$ cat src/hdl/l2ld_pkg.sv
/*
 * Package for the loop-two lock-detect register bank: register offsets,
 * field positions, reset values and timing constants.
 * Assumes a 125 MHz APB clock and one-word-per-register APB mapping.
 */
// Operation
// RQ1: Lock count is 14 bits: six high bits in first register, eight low in second.
// RQ2: Lock indicator rises only after lock-count consecutive in-window comparisons.
// RQ3: Each comparison tested against selected phase window; out-of-window never counts.
// RQ4: Pulse-request enable bit lets sync request pin trigger continuous pulses.
// RQ5: Software using pin-requested pulses also sets source selector to pulser, two.
// RQ6: Loop-filter bits 5:3 select R4; codes 0-4 valid, 5-7 reserved.
// RQ7: Loop-filter bits 2:0 select R3 with same code map; 5-7 reserved.
// RQ8: Window field two bits; only code 2 valid, selecting 3.7 ns.
// RQ9: Lock count zero is invalid; count restarts on any out-of-window comparison.
package l2ld_pkg;
   // Printed offsets are not multiples of four: they are word indexes
   localparam logic [11:0] L2LD_IDX_CNT_HI   = 12'h16a;
   localparam logic [11:0] L2LD_IDX_CNT_LO   = 12'h16b;
   localparam logic [11:0] L2LD_IDX_FILTER   = 12'h16c;
   localparam logic [11:0] L2LD_IDX_WINDOW   = 12'h170;
   localparam logic [11:0] L2LD_IDX_STATUS   = 12'h171;
   localparam logic [11:0] L2LD_IDX_IRQ_STAT = 12'h172;
   localparam logic [11:0] L2LD_IDX_IRQ_MASK = 12'h173;

   localparam logic [7:0] L2LD_RST_CNT_HI = 8'h20;
   localparam logic [7:0] L2LD_RST_CNT_LO = 8'h00;
   localparam logic [7:0] L2LD_RST_FILTER = 8'h00;
   localparam logic [1:0] L2LD_RST_WINDOW = 2'h2;

   localparam int L2LD_POS_PULSE_EN = 6;
   localparam int L2LD_POS_R4_LSB   = 3;
   localparam int L2LD_POS_R3_LSB   = 0;
   localparam int L2LD_CNT_W        = 14;
   localparam int L2LD_CNT_HI_W     = 6;

   localparam logic [1:0] L2LD_WINDOW_VALID = 2'h2;
   localparam logic [2:0] L2LD_RES_MAX_CODE = 3'h4;

   // Window of 3.7 ns at 8 ns clock: longest time, rounded down, min one
   localparam real L2LD_WINDOW_NS  = 3.7;
   localparam real L2LD_CLK_NS     = 8.0;
   localparam int  L2LD_WINDOW_CYC = (int'($floor(L2LD_WINDOW_NS / L2LD_CLK_NS)) < 1) ? 1 :
                                     int'($floor(L2LD_WINDOW_NS / L2LD_CLK_NS));

   // Interrupt bit positions
   localparam int L2LD_IRQ_LOCK   = 0;
   localparam int L2LD_IRQ_UNLOCK = 1;
   localparam int L2LD_IRQ_BADCFG = 2;
   localparam int L2LD_IRQ_W      = 3;
endpackage : l2ld_pkg

$ cat src/hdl/l2ld_lock_counter.sv
/*
 * Consecutive in-window comparison counter that drives the lock indicator.
 * Assumes compare strobes and in-window flags arrive on pclk, already synced.
 */
`timescale 1ns/1ps
module l2ld_lock_counter #(
   parameter int CNT_W = l2ld_pkg::L2LD_CNT_W
) (
   input  wire logic             pclk,
   input  wire logic             presetn,
   input  wire logic             clk_en,
   input  wire logic             cmp_strobe,
   input  wire logic             cmp_in_window,
   input  wire logic [CNT_W-1:0] lock_target,
   input  wire logic             cfg_ok,
   output logic                  locked
);
   import l2ld_pkg::*;

   logic [CNT_W-1:0] run_q;

   // Run length saturates at the target; a miss restarts it
   always_ff @(posedge pclk or negedge presetn) begin
      if (!presetn) begin
         run_q <= '0;
      end else if (clk_en) begin
         if (!cfg_ok) begin
            run_q <= '0;
         end else if (cmp_strobe) begin
            if (!cmp_in_window) begin
               run_q <= '0;                 // see RQ3 see RQ9
            end else if (run_q < lock_target) begin
               run_q <= run_q + CNT_W'(1);
            end
         end
      end
   end

   // Zero target never locks, since software must not program it
   always_ff @(posedge pclk or negedge presetn) begin
      if (!presetn) begin
         locked <= 1'b0;
      end else if (clk_en) begin
         locked <= cfg_ok && (lock_target != '0) && (run_q >= lock_target);  // see RQ2
      end
   end
endmodule : l2ld_lock_counter

$ cat src/hdl/l2ld_regs.sv
/*
 * Loop-two lock-detect register bank with APB slave, sync-request routing,
 * loop-filter resistor selects and lock interrupt.
 * Assumes the phase detector supplies a compare strobe and measured phase
 * error on pclk; sync request arrives asynchronously from a pin.
 */
// The implementer's own choice: register access over APB.
`timescale 1ns/1ps
module l2ld_regs (
   input  wire logic        pclk,
   input  wire logic        presetn,
   input  wire logic        clk_en,
   input  wire logic        psel,
   input  wire logic        penable,
   input  wire logic        pwrite,
   input  wire logic [13:0] paddr,
   input  wire logic [31:0] pwdata,
   input  wire logic [3:0]  pstrb,
   output logic             pready,
   output logic [31:0]      prdata,
   output logic             pslverr,
   input  wire logic        cmp_strobe,
   input  wire logic [7:0]  phase_err_cycles,
   input  wire logic        sync_request_pin,
   output logic             sysref_pulse_trigger,
   output logic             sync_trigger,
   output logic [2:0]       loop2_filter_res_four,
   output logic [2:0]       loop2_filter_res_three,
   output logic [1:0]       loop2_phase_window,
   output logic             lock_indicator,
   output logic             irq
);
   import l2ld_pkg::*;

   logic [7:0]  cnt_hi_q;
   logic [7:0]  cnt_lo_q;
   logic [7:0]  filter_q;
   logic [1:0]  window_q;
   logic [L2LD_IRQ_W-1:0] irq_stat_q;
   logic [L2LD_IRQ_W-1:0] irq_mask_q;
   logic [L2LD_IRQ_W-1:0] irq_evt;
   logic [1:0]  sync_ff_q;
   logic        lock_prev_q;
   logic        bad_prev_q;
   logic        locked;
   logic        cfg_ok;
   logic        in_window;
   logic        wr_acc;
   logic        rd_acc;
   logic        addr_ok;
   logic [11:0] idx;
   logic [13:0] loop2_lock_count;
   logic [31:0] rd_d;
   logic        misaligned;
   logic        bad_res;
   logic        bad_cfg;
   logic        pin_synced;
   logic        pulse_mode;
   logic        we_cnt_hi;
   logic        we_cnt_lo;
   logic        we_filter;
   logic        we_window;
   logic        we_mask;
   logic        rd_irq_stat;
   logic [L2LD_IRQ_W-1:0] irq_clr;

   // Register words, byte address four times the index:
   //   lock_count_high_and_pulse_req  bit 6 pulse-request enable, bits 5:0 lock count high
   //   lock_count_low  lock count low byte
   //   loop_filter_resistors  bits 5:3 and 2:0 resistor selects
   //   0x170  bits 1:0 phase window select
   //   0x171  status: bit 2 synced pin, bit 1 config ok, bit 0 locked
   //   0x172  sticky events: bit 2 bad config, bit 1 lock lost, bit 0 lock
   //   0x173  event mask, same layout

   // Word index from byte address; a misaligned access is refused outright
   assign idx        = paddr[13:2];
   assign misaligned = paddr[1:0] != 2'h0;
   assign wr_acc     = psel && penable && pwrite && clk_en && !misaligned;
   assign rd_acc     = psel && penable && !pwrite && clk_en && !misaligned;
   assign pready     = 1'b1;

   // Per-register write strobes; only the low byte lane carries data
   assign we_cnt_hi   = wr_acc && pstrb[0] && (idx == L2LD_IDX_CNT_HI);
   assign we_cnt_lo   = wr_acc && pstrb[0] && (idx == L2LD_IDX_CNT_LO);
   assign we_filter   = wr_acc && pstrb[0] && (idx == L2LD_IDX_FILTER);
   assign we_window   = wr_acc && pstrb[0] && (idx == L2LD_IDX_WINDOW);
   assign we_mask     = wr_acc && pstrb[0] && (idx == L2LD_IDX_IRQ_MASK);
   assign rd_irq_stat = rd_acc && (idx == L2LD_IDX_IRQ_STAT);

   // Decode of the mapped words
   always_comb begin
      if (idx == L2LD_IDX_CNT_HI) begin
         addr_ok = 1'b1;
      end else if (idx == L2LD_IDX_CNT_LO) begin
         addr_ok = 1'b1;
      end else if (idx == L2LD_IDX_FILTER) begin
         addr_ok = 1'b1;
      end else if (idx == L2LD_IDX_WINDOW) begin
         addr_ok = 1'b1;
      end else if (idx == L2LD_IDX_STATUS) begin
         addr_ok = 1'b1;
      end else if (idx == L2LD_IDX_IRQ_STAT) begin
         addr_ok = 1'b1;
      end else if (idx == L2LD_IDX_IRQ_MASK) begin
         addr_ok = 1'b1;
      end else begin
         addr_ok = 1'b0;
      end
   end

   // Unmapped or misaligned words answer with an error
   assign pslverr = psel && penable && (!addr_ok || misaligned);

   // Lock count high bits and pulse-request enable; bit 7 stays zero
   always_ff @(posedge pclk or negedge presetn) begin
      if (!presetn) begin
         cnt_hi_q <= L2LD_RST_CNT_HI;
      end else if (we_cnt_hi) begin
         cnt_hi_q <= {1'b0, pwdata[6:0]};  // see RQ1 see RQ4
      end
   end

   // Lock count low byte
   always_ff @(posedge pclk or negedge presetn) begin
      if (!presetn) begin
         cnt_lo_q <= L2LD_RST_CNT_LO;
      end else if (we_cnt_lo) begin
         cnt_lo_q <= pwdata[7:0];          // see RQ1
      end
   end

   // Resistor selects; reserved codes are stored but flagged as bad
   always_ff @(posedge pclk or negedge presetn) begin
      if (!presetn) begin
         filter_q <= L2LD_RST_FILTER;
      end else if (we_filter) begin
         filter_q <= {2'h0, pwdata[5:0]};  // see RQ6 see RQ7
      end
   end

   // Window size select
   always_ff @(posedge pclk or negedge presetn) begin
      if (!presetn) begin
         window_q <= L2LD_RST_WINDOW;
      end else if (we_window) begin
         window_q <= pwdata[1:0];           // see RQ8
      end
   end

   assign loop2_lock_count       = {cnt_hi_q[L2LD_CNT_HI_W-1:0], cnt_lo_q};  // see RQ1
   assign loop2_filter_res_four  = filter_q[L2LD_POS_R4_LSB +: 3];         // see RQ6
   assign loop2_filter_res_three = filter_q[L2LD_POS_R3_LSB +: 3];         // see RQ7
   assign loop2_phase_window     = window_q;

   // Counting is held off under a reserved window or zero count
   assign cfg_ok    = (window_q == L2LD_WINDOW_VALID) && (loop2_lock_count != '0);  // see RQ8
   assign in_window = phase_err_cycles < 8'(L2LD_WINDOW_CYC + 1);          // see RQ3

   // Reserved resistor codes are kept as written but reported as bad config
   assign bad_res = (loop2_filter_res_four > L2LD_RES_MAX_CODE)
                    || (loop2_filter_res_three > L2LD_RES_MAX_CODE);  // see RQ6 see RQ7
   assign bad_cfg = !cfg_ok || bad_res;

   l2ld_lock_counter #(
      .CNT_W (L2LD_CNT_W)
   ) u_counter (
      .pclk          (pclk),
      .presetn       (presetn),
      .clk_en        (clk_en),
      .cmp_strobe    (cmp_strobe),
      .cmp_in_window (in_window),
      .lock_target   (loop2_lock_count),
      .cfg_ok        (cfg_ok),
      .locked        (locked)
   );

   assign lock_indicator = locked;  // see RQ2

   // Pin is asynchronous: two flops before use
   always_ff @(posedge pclk or negedge presetn) begin
      if (!presetn) begin
         sync_ff_q <= 2'h0;
      end else if (clk_en) begin
         sync_ff_q <= {sync_ff_q[0], sync_request_pin};
      end
   end

   // Only the second flop is read, so no metastable value leaks onward
   assign pin_synced = sync_ff_q[1];
   assign pulse_mode = cnt_hi_q[L2LD_POS_PULSE_EN];

   // Pulse mode: the synced pin fires the pulser and never the normal sync
   always_ff @(posedge pclk or negedge presetn) begin
      if (!presetn) begin
         sysref_pulse_trigger <= 1'b0;
      end else if (clk_en) begin
         sysref_pulse_trigger <= pin_synced && pulse_mode;   // see RQ4
      end
   end

   // Normal sync use whenever pulse mode is off
   always_ff @(posedge pclk or negedge presetn) begin
      if (!presetn) begin
         sync_trigger <= 1'b0;
      end else if (clk_en) begin
         sync_trigger <= pin_synced && !pulse_mode;          // see RQ4
      end
   end

   // Lock history for rise and fall events
   always_ff @(posedge pclk or negedge presetn) begin
      if (!presetn) begin
         lock_prev_q <= 1'b0;
      end else if (clk_en) begin
         lock_prev_q <= locked;
      end
   end

   // Bad-config history; power-on config is good, so no false event after reset
   always_ff @(posedge pclk or negedge presetn) begin
      if (!presetn) begin
         bad_prev_q <= 1'b0;
      end else if (clk_en) begin
         bad_prev_q <= bad_cfg;
      end
   end

   assign irq_evt[L2LD_IRQ_LOCK]   = locked && !lock_prev_q;
   assign irq_evt[L2LD_IRQ_UNLOCK] = !locked && lock_prev_q;
   assign irq_evt[L2LD_IRQ_BADCFG] = bad_cfg && !bad_prev_q;

   // A read clears only the bits it returned; read data was loaded in setup,
   // so an event landing between setup and access survives the clear
   assign irq_clr = rd_irq_stat ? prdata[L2LD_IRQ_W-1:0] : '0;

   // Sticky status per bit; a new event in the clearing cycle wins
   for (genvar b = 0; b < L2LD_IRQ_W; b++) begin : g_irq_bit
      always_ff @(posedge pclk or negedge presetn) begin
         if (!presetn) begin
            irq_stat_q[b] <= 1'b0;
         end else if (clk_en) begin
            irq_stat_q[b] <= (irq_stat_q[b] && !irq_clr[b]) || irq_evt[b];
         end
      end
   end

   // Interrupt mask
   always_ff @(posedge pclk or negedge presetn) begin
      if (!presetn) begin
         irq_mask_q <= '0;
      end else if (we_mask) begin
         irq_mask_q <= pwdata[L2LD_IRQ_W-1:0];
      end
   end

   assign irq = |(irq_stat_q & irq_mask_q);

   // Read mux
   always_comb begin
      rd_d = 32'h0000_0000;
      if (misaligned) begin
         rd_d = 32'h0000_0000;             // Refused word reads zero
      end else if (idx == L2LD_IDX_CNT_HI) begin
         rd_d[7:0] = cnt_hi_q;
      end else if (idx == L2LD_IDX_CNT_LO) begin
         rd_d[7:0] = cnt_lo_q;
      end else if (idx == L2LD_IDX_FILTER) begin
         rd_d[7:0] = filter_q;
      end else if (idx == L2LD_IDX_WINDOW) begin
         rd_d[1:0] = window_q;
      end else if (idx == L2LD_IDX_STATUS) begin
         rd_d[2:0] = {sync_ff_q[1], cfg_ok, locked};
      end else if (idx == L2LD_IDX_IRQ_STAT) begin
         rd_d[L2LD_IRQ_W-1:0] = irq_stat_q;
      end else if (idx == L2LD_IDX_IRQ_MASK) begin
         rd_d[L2LD_IRQ_W-1:0] = irq_mask_q;
      end
   end

   // Read data registered in setup so it is valid in the access phase
   always_ff @(posedge pclk or negedge presetn) begin
      if (!presetn) begin
         prdata <= 32'h0000_0000;
      end else if (clk_en && psel && !penable && !pwrite) begin
         prdata <= rd_d;
      end
   end
endmodule : l2ld_regs

$ cat config.mk
export PLATFORM = sky130hd
export DESIGN_NAME = l2ld_regs
export DESIGN_NICKNAME = d
export VERILOG_FILES = /design/src/hdl/l2ld_pkg.sv /design/src/hdl/l2ld_lock_counter.sv /design/src/hdl/l2ld_regs.sv
export SDC_FILE = /design/constraint.sdc
export NUM_CORES = 1
export LEC_CHECK = 0
export BUFFER_PORTS_ARGS = -buffer_cell sky130_fd_sc_hd__clkbuf_2
export CORE_MARGIN = 2
export CORE_UTILIZATION = 46
export CTS_CLUSTER_DIAMETER = 200
export DETAILED_ROUTE_END_ITERATION = 6
export PLACE_DENSITY = 0.73
export SYNTH_ARGS = -nofsm -noshare
export SYNTH_HDL_FRONTEND = slang
export SYNTH_HIERARCHICAL = 1
export SYNTH_SLANG_ARGS = --single-unit
$ cat constraint.sdc
create_clock -name pclk -period 4.46 [get_ports pclk]
set_clock_uncertainty 0.1 [all_clocks]
set_input_delay 0.669 -clock pclk [delete_from_list [all_inputs] [get_ports pclk]]
set_output_delay 0.669 -clock pclk [all_outputs]
set_load 0.05 [all_outputs]
After elaboration in Yosys (flattened, before gate mapping)

Index checks and enable logic that the tools add are counted.

Output and inout port bits: 46
Bits in registers: 58
Input bits: 66
Logic and storage cells: 106

Bitwise operators: 1
Order comparisons: 5
Reductions and logical operators: 51
Equality and inequality tests: 10
Muxes and demuxes: 22
$add $sub $neg: 1

Operators with widths:

| kind                  | count |
|---|---|
| $eq 12x9->1 const B   | 7 |
| $mux 14               | 4 |
| $logic_and 1x1->1     | 29 |
| $mux 8                | 3 |
| $mux 3                | 6 |
| $add 14x1->14 const B | 1 |
| $ge 14x14->1          | 1 |
| $lt 14x14->1          | 1 |
| $reduce_bool 14->1    | 1 |
| $logic_not 1->1       | 12 |
| $lt 8x2->1 const B    | 1 |
| $mux 1                | 8 |
| $gt 3x3->1 const B    | 2 |
| $logic_or 1x1->1      | 6 |
| $and 3x3->3           | 1 |
| $ne 3x3->1 const B    | 1 |
| $reduce_and 3->1      | 1 |
| $reduce_or 3->1       | 1 |
| $eq 2x2->1 const B    | 1 |
| $mux 2                | 1 |
| $ne 2x2->1 const B    | 1 |
| $reduce_bool 2->1     | 1 |

Depth between registers and ports, before layout

Word-level depth: 11
Mapped depth: 10
Mapped depth without buffers: 8

By module

The synthesis kept the hierarchy.

By module, submodules not included:

| module            | seq. area each (um^2) | area each (um^2) | cells each | instances |
|---|---|---|---|---|
| l2ld_regs         | 1,078.5               | 2,421.1          | 234        | 1 |
| l2ld_lock_counter | 375.4                 | 1,296.2          | 155        | 1 |

Worst setup path after synthesis

No wires, ideal clock.

Path kind: input to output
Start point: in paddr[4]
End point: out pslverr
Buffers on the path: 1
Data required time: 3.691 ns
Stages: 5
Setup slack: 1.785 ns
Data arrival time: 1.906 ns
Cell sequence: buf_2 nor3b_1 o21ai_0 a21oi_1 nor2_1

Longest elaborated chain between the ends: 11
Elaborated cells between the ends (all ways): 17
Those cells by class: eq/ne (7); mux (7); reduce/logical (3)

RTL lines:

| what                | RTL line         | RTL |
|---|---|---|
| start: declaration  | l2ld_regs.sv:16  | `input wire logic [13:0] paddr,` |
| $eq 12x9->1         | l2ld_regs.sv:105 | `end else if (idx == L2LD_IDX_IRQ_MASK) begin` |
| $mux 1              | l2ld_regs.sv:105 |  |
| $mux 1              | l2ld_regs.sv:103 | `end else if (idx == L2LD_IDX_IRQ_STAT) begin` |
| $mux 1              | l2ld_regs.sv:101 | `end else if (idx == L2LD_IDX_STATUS) begin` |
| $mux 1              | l2ld_regs.sv:99  | `end else if (idx == L2LD_IDX_WINDOW) begin` |
| $mux 1              | l2ld_regs.sv:97  | `end else if (idx == L2LD_IDX_FILTER) begin` |
| $mux 1              | l2ld_regs.sv:95  | `end else if (idx == L2LD_IDX_CNT_LO) begin` |
| $mux 1 *            | l2ld_regs.sv:93  | `if (idx == L2LD_IDX_CNT_HI) begin` |
| $logic_not 1->1 *   | l2ld_regs.sv:113 | `assign pslverr = psel && penable && (!addr_ok \|\| misaligned);` |
| $logic_or 1x1->1 *  | l2ld_regs.sv:113 |  |
| $logic_and 1x1->1 * | l2ld_regs.sv:113 |  |
| end: declaration    | l2ld_regs.sv:21  | `output logic pslverr,` |

Mark *: on every way between the ends. The rest lies on a longest branch, timed or not.

Worst setup path after layout

Start point: in paddr[2]
End point: out pslverr

The elaborated chain is that of the path after synthesis.

==> metrics <==
met2 GRT Util=0.351; Max-cap violations=0; fin crit period=3.19 ns; Worst path depth=6; GPL Wtd Cong=0.866; GR Overflow Total=0; Root Buffer=clkbuf_8; CP startpoint kind=primary input; CP Cell Sequence=clkbuf_2 -> nor3b_1 -> o21ai_0 -> a21oi_1 -> nor2_1 -> clkbuf_2; Critical Path Fanout Max=22; register bit count reported by yosys=between 50 and 60; Crit Path Category=primary input to output port; fraction of layout cells with a size suffix above 1=0.275; Final Power=1.13 mW; initial antenna violation count=0; met3 usage=0.0578; number of synthesis warnings=6; Port Buffers=58; ys flop type=dfrtp_1; Die X=93.9 um; Most Frequent Cell on Critical Path=clkbuf_2; total core area=0.00777 mm2; Yosys top cell area share=0.377; die area=0.00882 mm2; Bufs and invs on worst path=2; maximum ir drop on the vdd rail=0.304 mV; RSZ-0062 raised after global routing=no; Pins Over Slew Limit=0; reg2reg end=u_counter/run_q[12]; drt total wl=between 8 and 9 mm; WL/cell=between 15 and 20 um; Cell Rows=32; register-to-register setup slack=1.64 ns; DR pass1 iterations=4; main area contributors after synthesis=dfrtp_1 (38%), mux2_2 (9.7%), buf_4 (5.0%); asr flop ratio synth=1.00; Min-Delay Path Class=primary input to async pin; vias=roughly 3.2k; most frequent cell after synthesis=dfrtp_1; Nets=between 500 and 600; worst r2r src=cnt_lo_q[1]; # H-tree levels=3; Reg2Reg Depth=8; leakage power=roughly 1.9 nW; Mean Syn Cell Area=9.56 um2; setup bufs post-CTS=0; slew margin rel.=0.404; clock latency at the later pin of the worst-skew pair=~0.34 ns; DRC violations left=0; Iteration-0 DRC Markers=277; synth cell count leaders=dfrtp_1 (56), nand2_1 (34), mux2_2 (32); Post-Route Setup TNS=0 ns; # hold bufs at CTS=0; Pwr Density=roughly 270 mW/mm2; met1 Usage GRT=0.268; initial core utilization=0.479; CTS Buffer Depth=2; Critical Path Max Stage Delay=0.77 ns; IO Count=112; # diodes=0; post-route ant nets=0; Final period util=0.716; Detailed Place HPWL=6.70 mm; vias in the first global route=3,126; type of element capturing the critical path=output port; largest net degree at the start of global routing=59; GR peak layer=met2; post-synthesis sequential area ratio=0.391; Post-Synthesis Cells=389; Least-Margin Pin Slew=0.891 ns; clk slew on worst S/H paths=0.07 ns; slowest CP cell=nor3b_1; drt via density=5.80; CTS sink cnt=58; Resized cells post-CTS=0; Worst Path Arrival=about 2.4 ns; WHS=0.370 ns; Fmax achieved=0.313 GHz; final setup vio count=0; WP data required=~3.7 ns; crit-path leading delay family=simple AND/OR/NAND/NOR gates; TritonCTS clock tree=built; die height=93.9 um; leading area contributor after synthesis=dfrtp_1; global-route wire length before repair=between 10 and 15 mm; status=completed; Layout area overhead=12.6%; Total GRT Usage=0.214; Hold Fails Final Rpt=0; Cell variety after synth=between 50 and 60; TritonCTS buffer count=9; synthesized area=~0.0037 mm2; Post-synth EDFFs=0
[power breakdown]
group | switching, mW | leakage, nW | internal [mW] | total, mW
clock network | 0.216 | 0.0990 | 0.256 | 0.472
logic | 0.0957 | 1.05 | 0.0270 | 0.123
registers | 0.00422 | 0.787 | 0.531 | 0.536
total | 0.316 | 1.93 | 0.814 | 1.13
[placed cells by master (no fill, tap or decap), types with 4 or more instances in the layout]
| cell type | netlist | layout |
|---|---|---|
| and3_1 | 5 | 5 |
| a22oi_1 | 4 | 4 |
| clkbuf_2 | 0 | 58 |
| nand3_1 | 11 | 11 |
| nor4_1 | 9 | 9 |
| conb_1 | 2 | 25 |
| a41oi_1 | 9 | 9 |
| ha_1 | 15 | 15 |
| o21a_1 | 4 | 4 |
| dfrtp_1 | 56 | 56 |
| nor2_1 | 15 | 15 |
| nand2b_1 | 4 | 4 |
| a21oi_1 | 20 | 20 |
| nand2_1 | 34 | 34 |
| o21ai_0 | 22 | 22 |
| nand4_1 | 6 | 6 |
| clkbuf_8 | 0 | 9 |
| or3_1 | 4 | 4 |
| o211ai_1 | 4 | 4 |
| a31oi_1 | 6 | 6 |
| nor3_1 | 6 | 6 |
| nor2b_1 | 8 | 8 |
| inv_1 | 28 | 28 |
| mux2_2 | 32 | 32 |
| a22o_1 | 4 | 4 |
[metal layers]
metal	vias up	wire [um]
li1	1509	-
met2	134	4240
met3	22	610
met4	0	211
met1	1540	3810
met5	-	0
[through the flow]
stage	setup slack, ns	cell area, um2	utilization	std cells
6_report	1.27	4180	0.539	553
3_3_place_gp	1.35	3990	0.514	537
4_1_cts	1.33	4180	0.539	553
5_1_grt	1.11	4180	0.539	553
2_1_floorplan	1.79	3800	-	412
3_5_place_dp	1.34	3990	0.514	537
[worst register-to-register path, stage by stage (launching register included)]
cell      delay, ns
dfrtp_1        0.43
nor4_1         0.31
nand4_1        0.15
and3b_1        0.31
inv_1          0.12
o21ai_0        0.17
nor2_1         0.57
nand3_1        0.30
o221ai_1       0.27
[worst max path at each step]
stage,startpoint,end
finish,paddr[2],pslverr
floorplan,paddr[4],pslverr
detailed placement,paddr[2],pslverr
global route,paddr[2],pslverr
CTS,paddr[2],pslverr
global placement,paddr[2],pslverr
[cells by family (layout without fill, tap and decap cells)]
group	Yosys count	in the layout	synth area share
compound gates	88	88	0.160
fa+ha+maj	15	15	0.0505
buf+inv	65	104	0.0946
flops	58	58	0.391
mux	35	35	0.105
other cells	2	25	0.00202
simple gates	126	126	0.197
[sequential cells by signal, indices dropped and copies added (netlist names)]
| signal | flops |
|---|---|
| irq_mask_q | 3 |
| u_counter/locked | 1 |
| sysref_pulse_trigger | 1 |
| bad_prev_q | 1 |
| cnt_hi_q | 7 |
| prdata | 8 |
| u_counter/run_q | 14 |
| cnt_lo_q | 8 |
| filter_q | 6 |
| loop2_phase_window | 2 |
| sync_trigger | 1 |
| irq_stat_q | 3 |
| lock_prev_q | 1 |
| sync_ff_q | 2 |
[layout make-up]
cell class,count,area (um2)
sequential,58,1450
timing repair buffer,60,305
tap,102,128
fill,709,3580
clock buffer,9,124
inverter,28,105
clock inverter,7,70.1
multi-input combinational,289,2000
No activity file was read; power rests on OpenSTA's default activity.
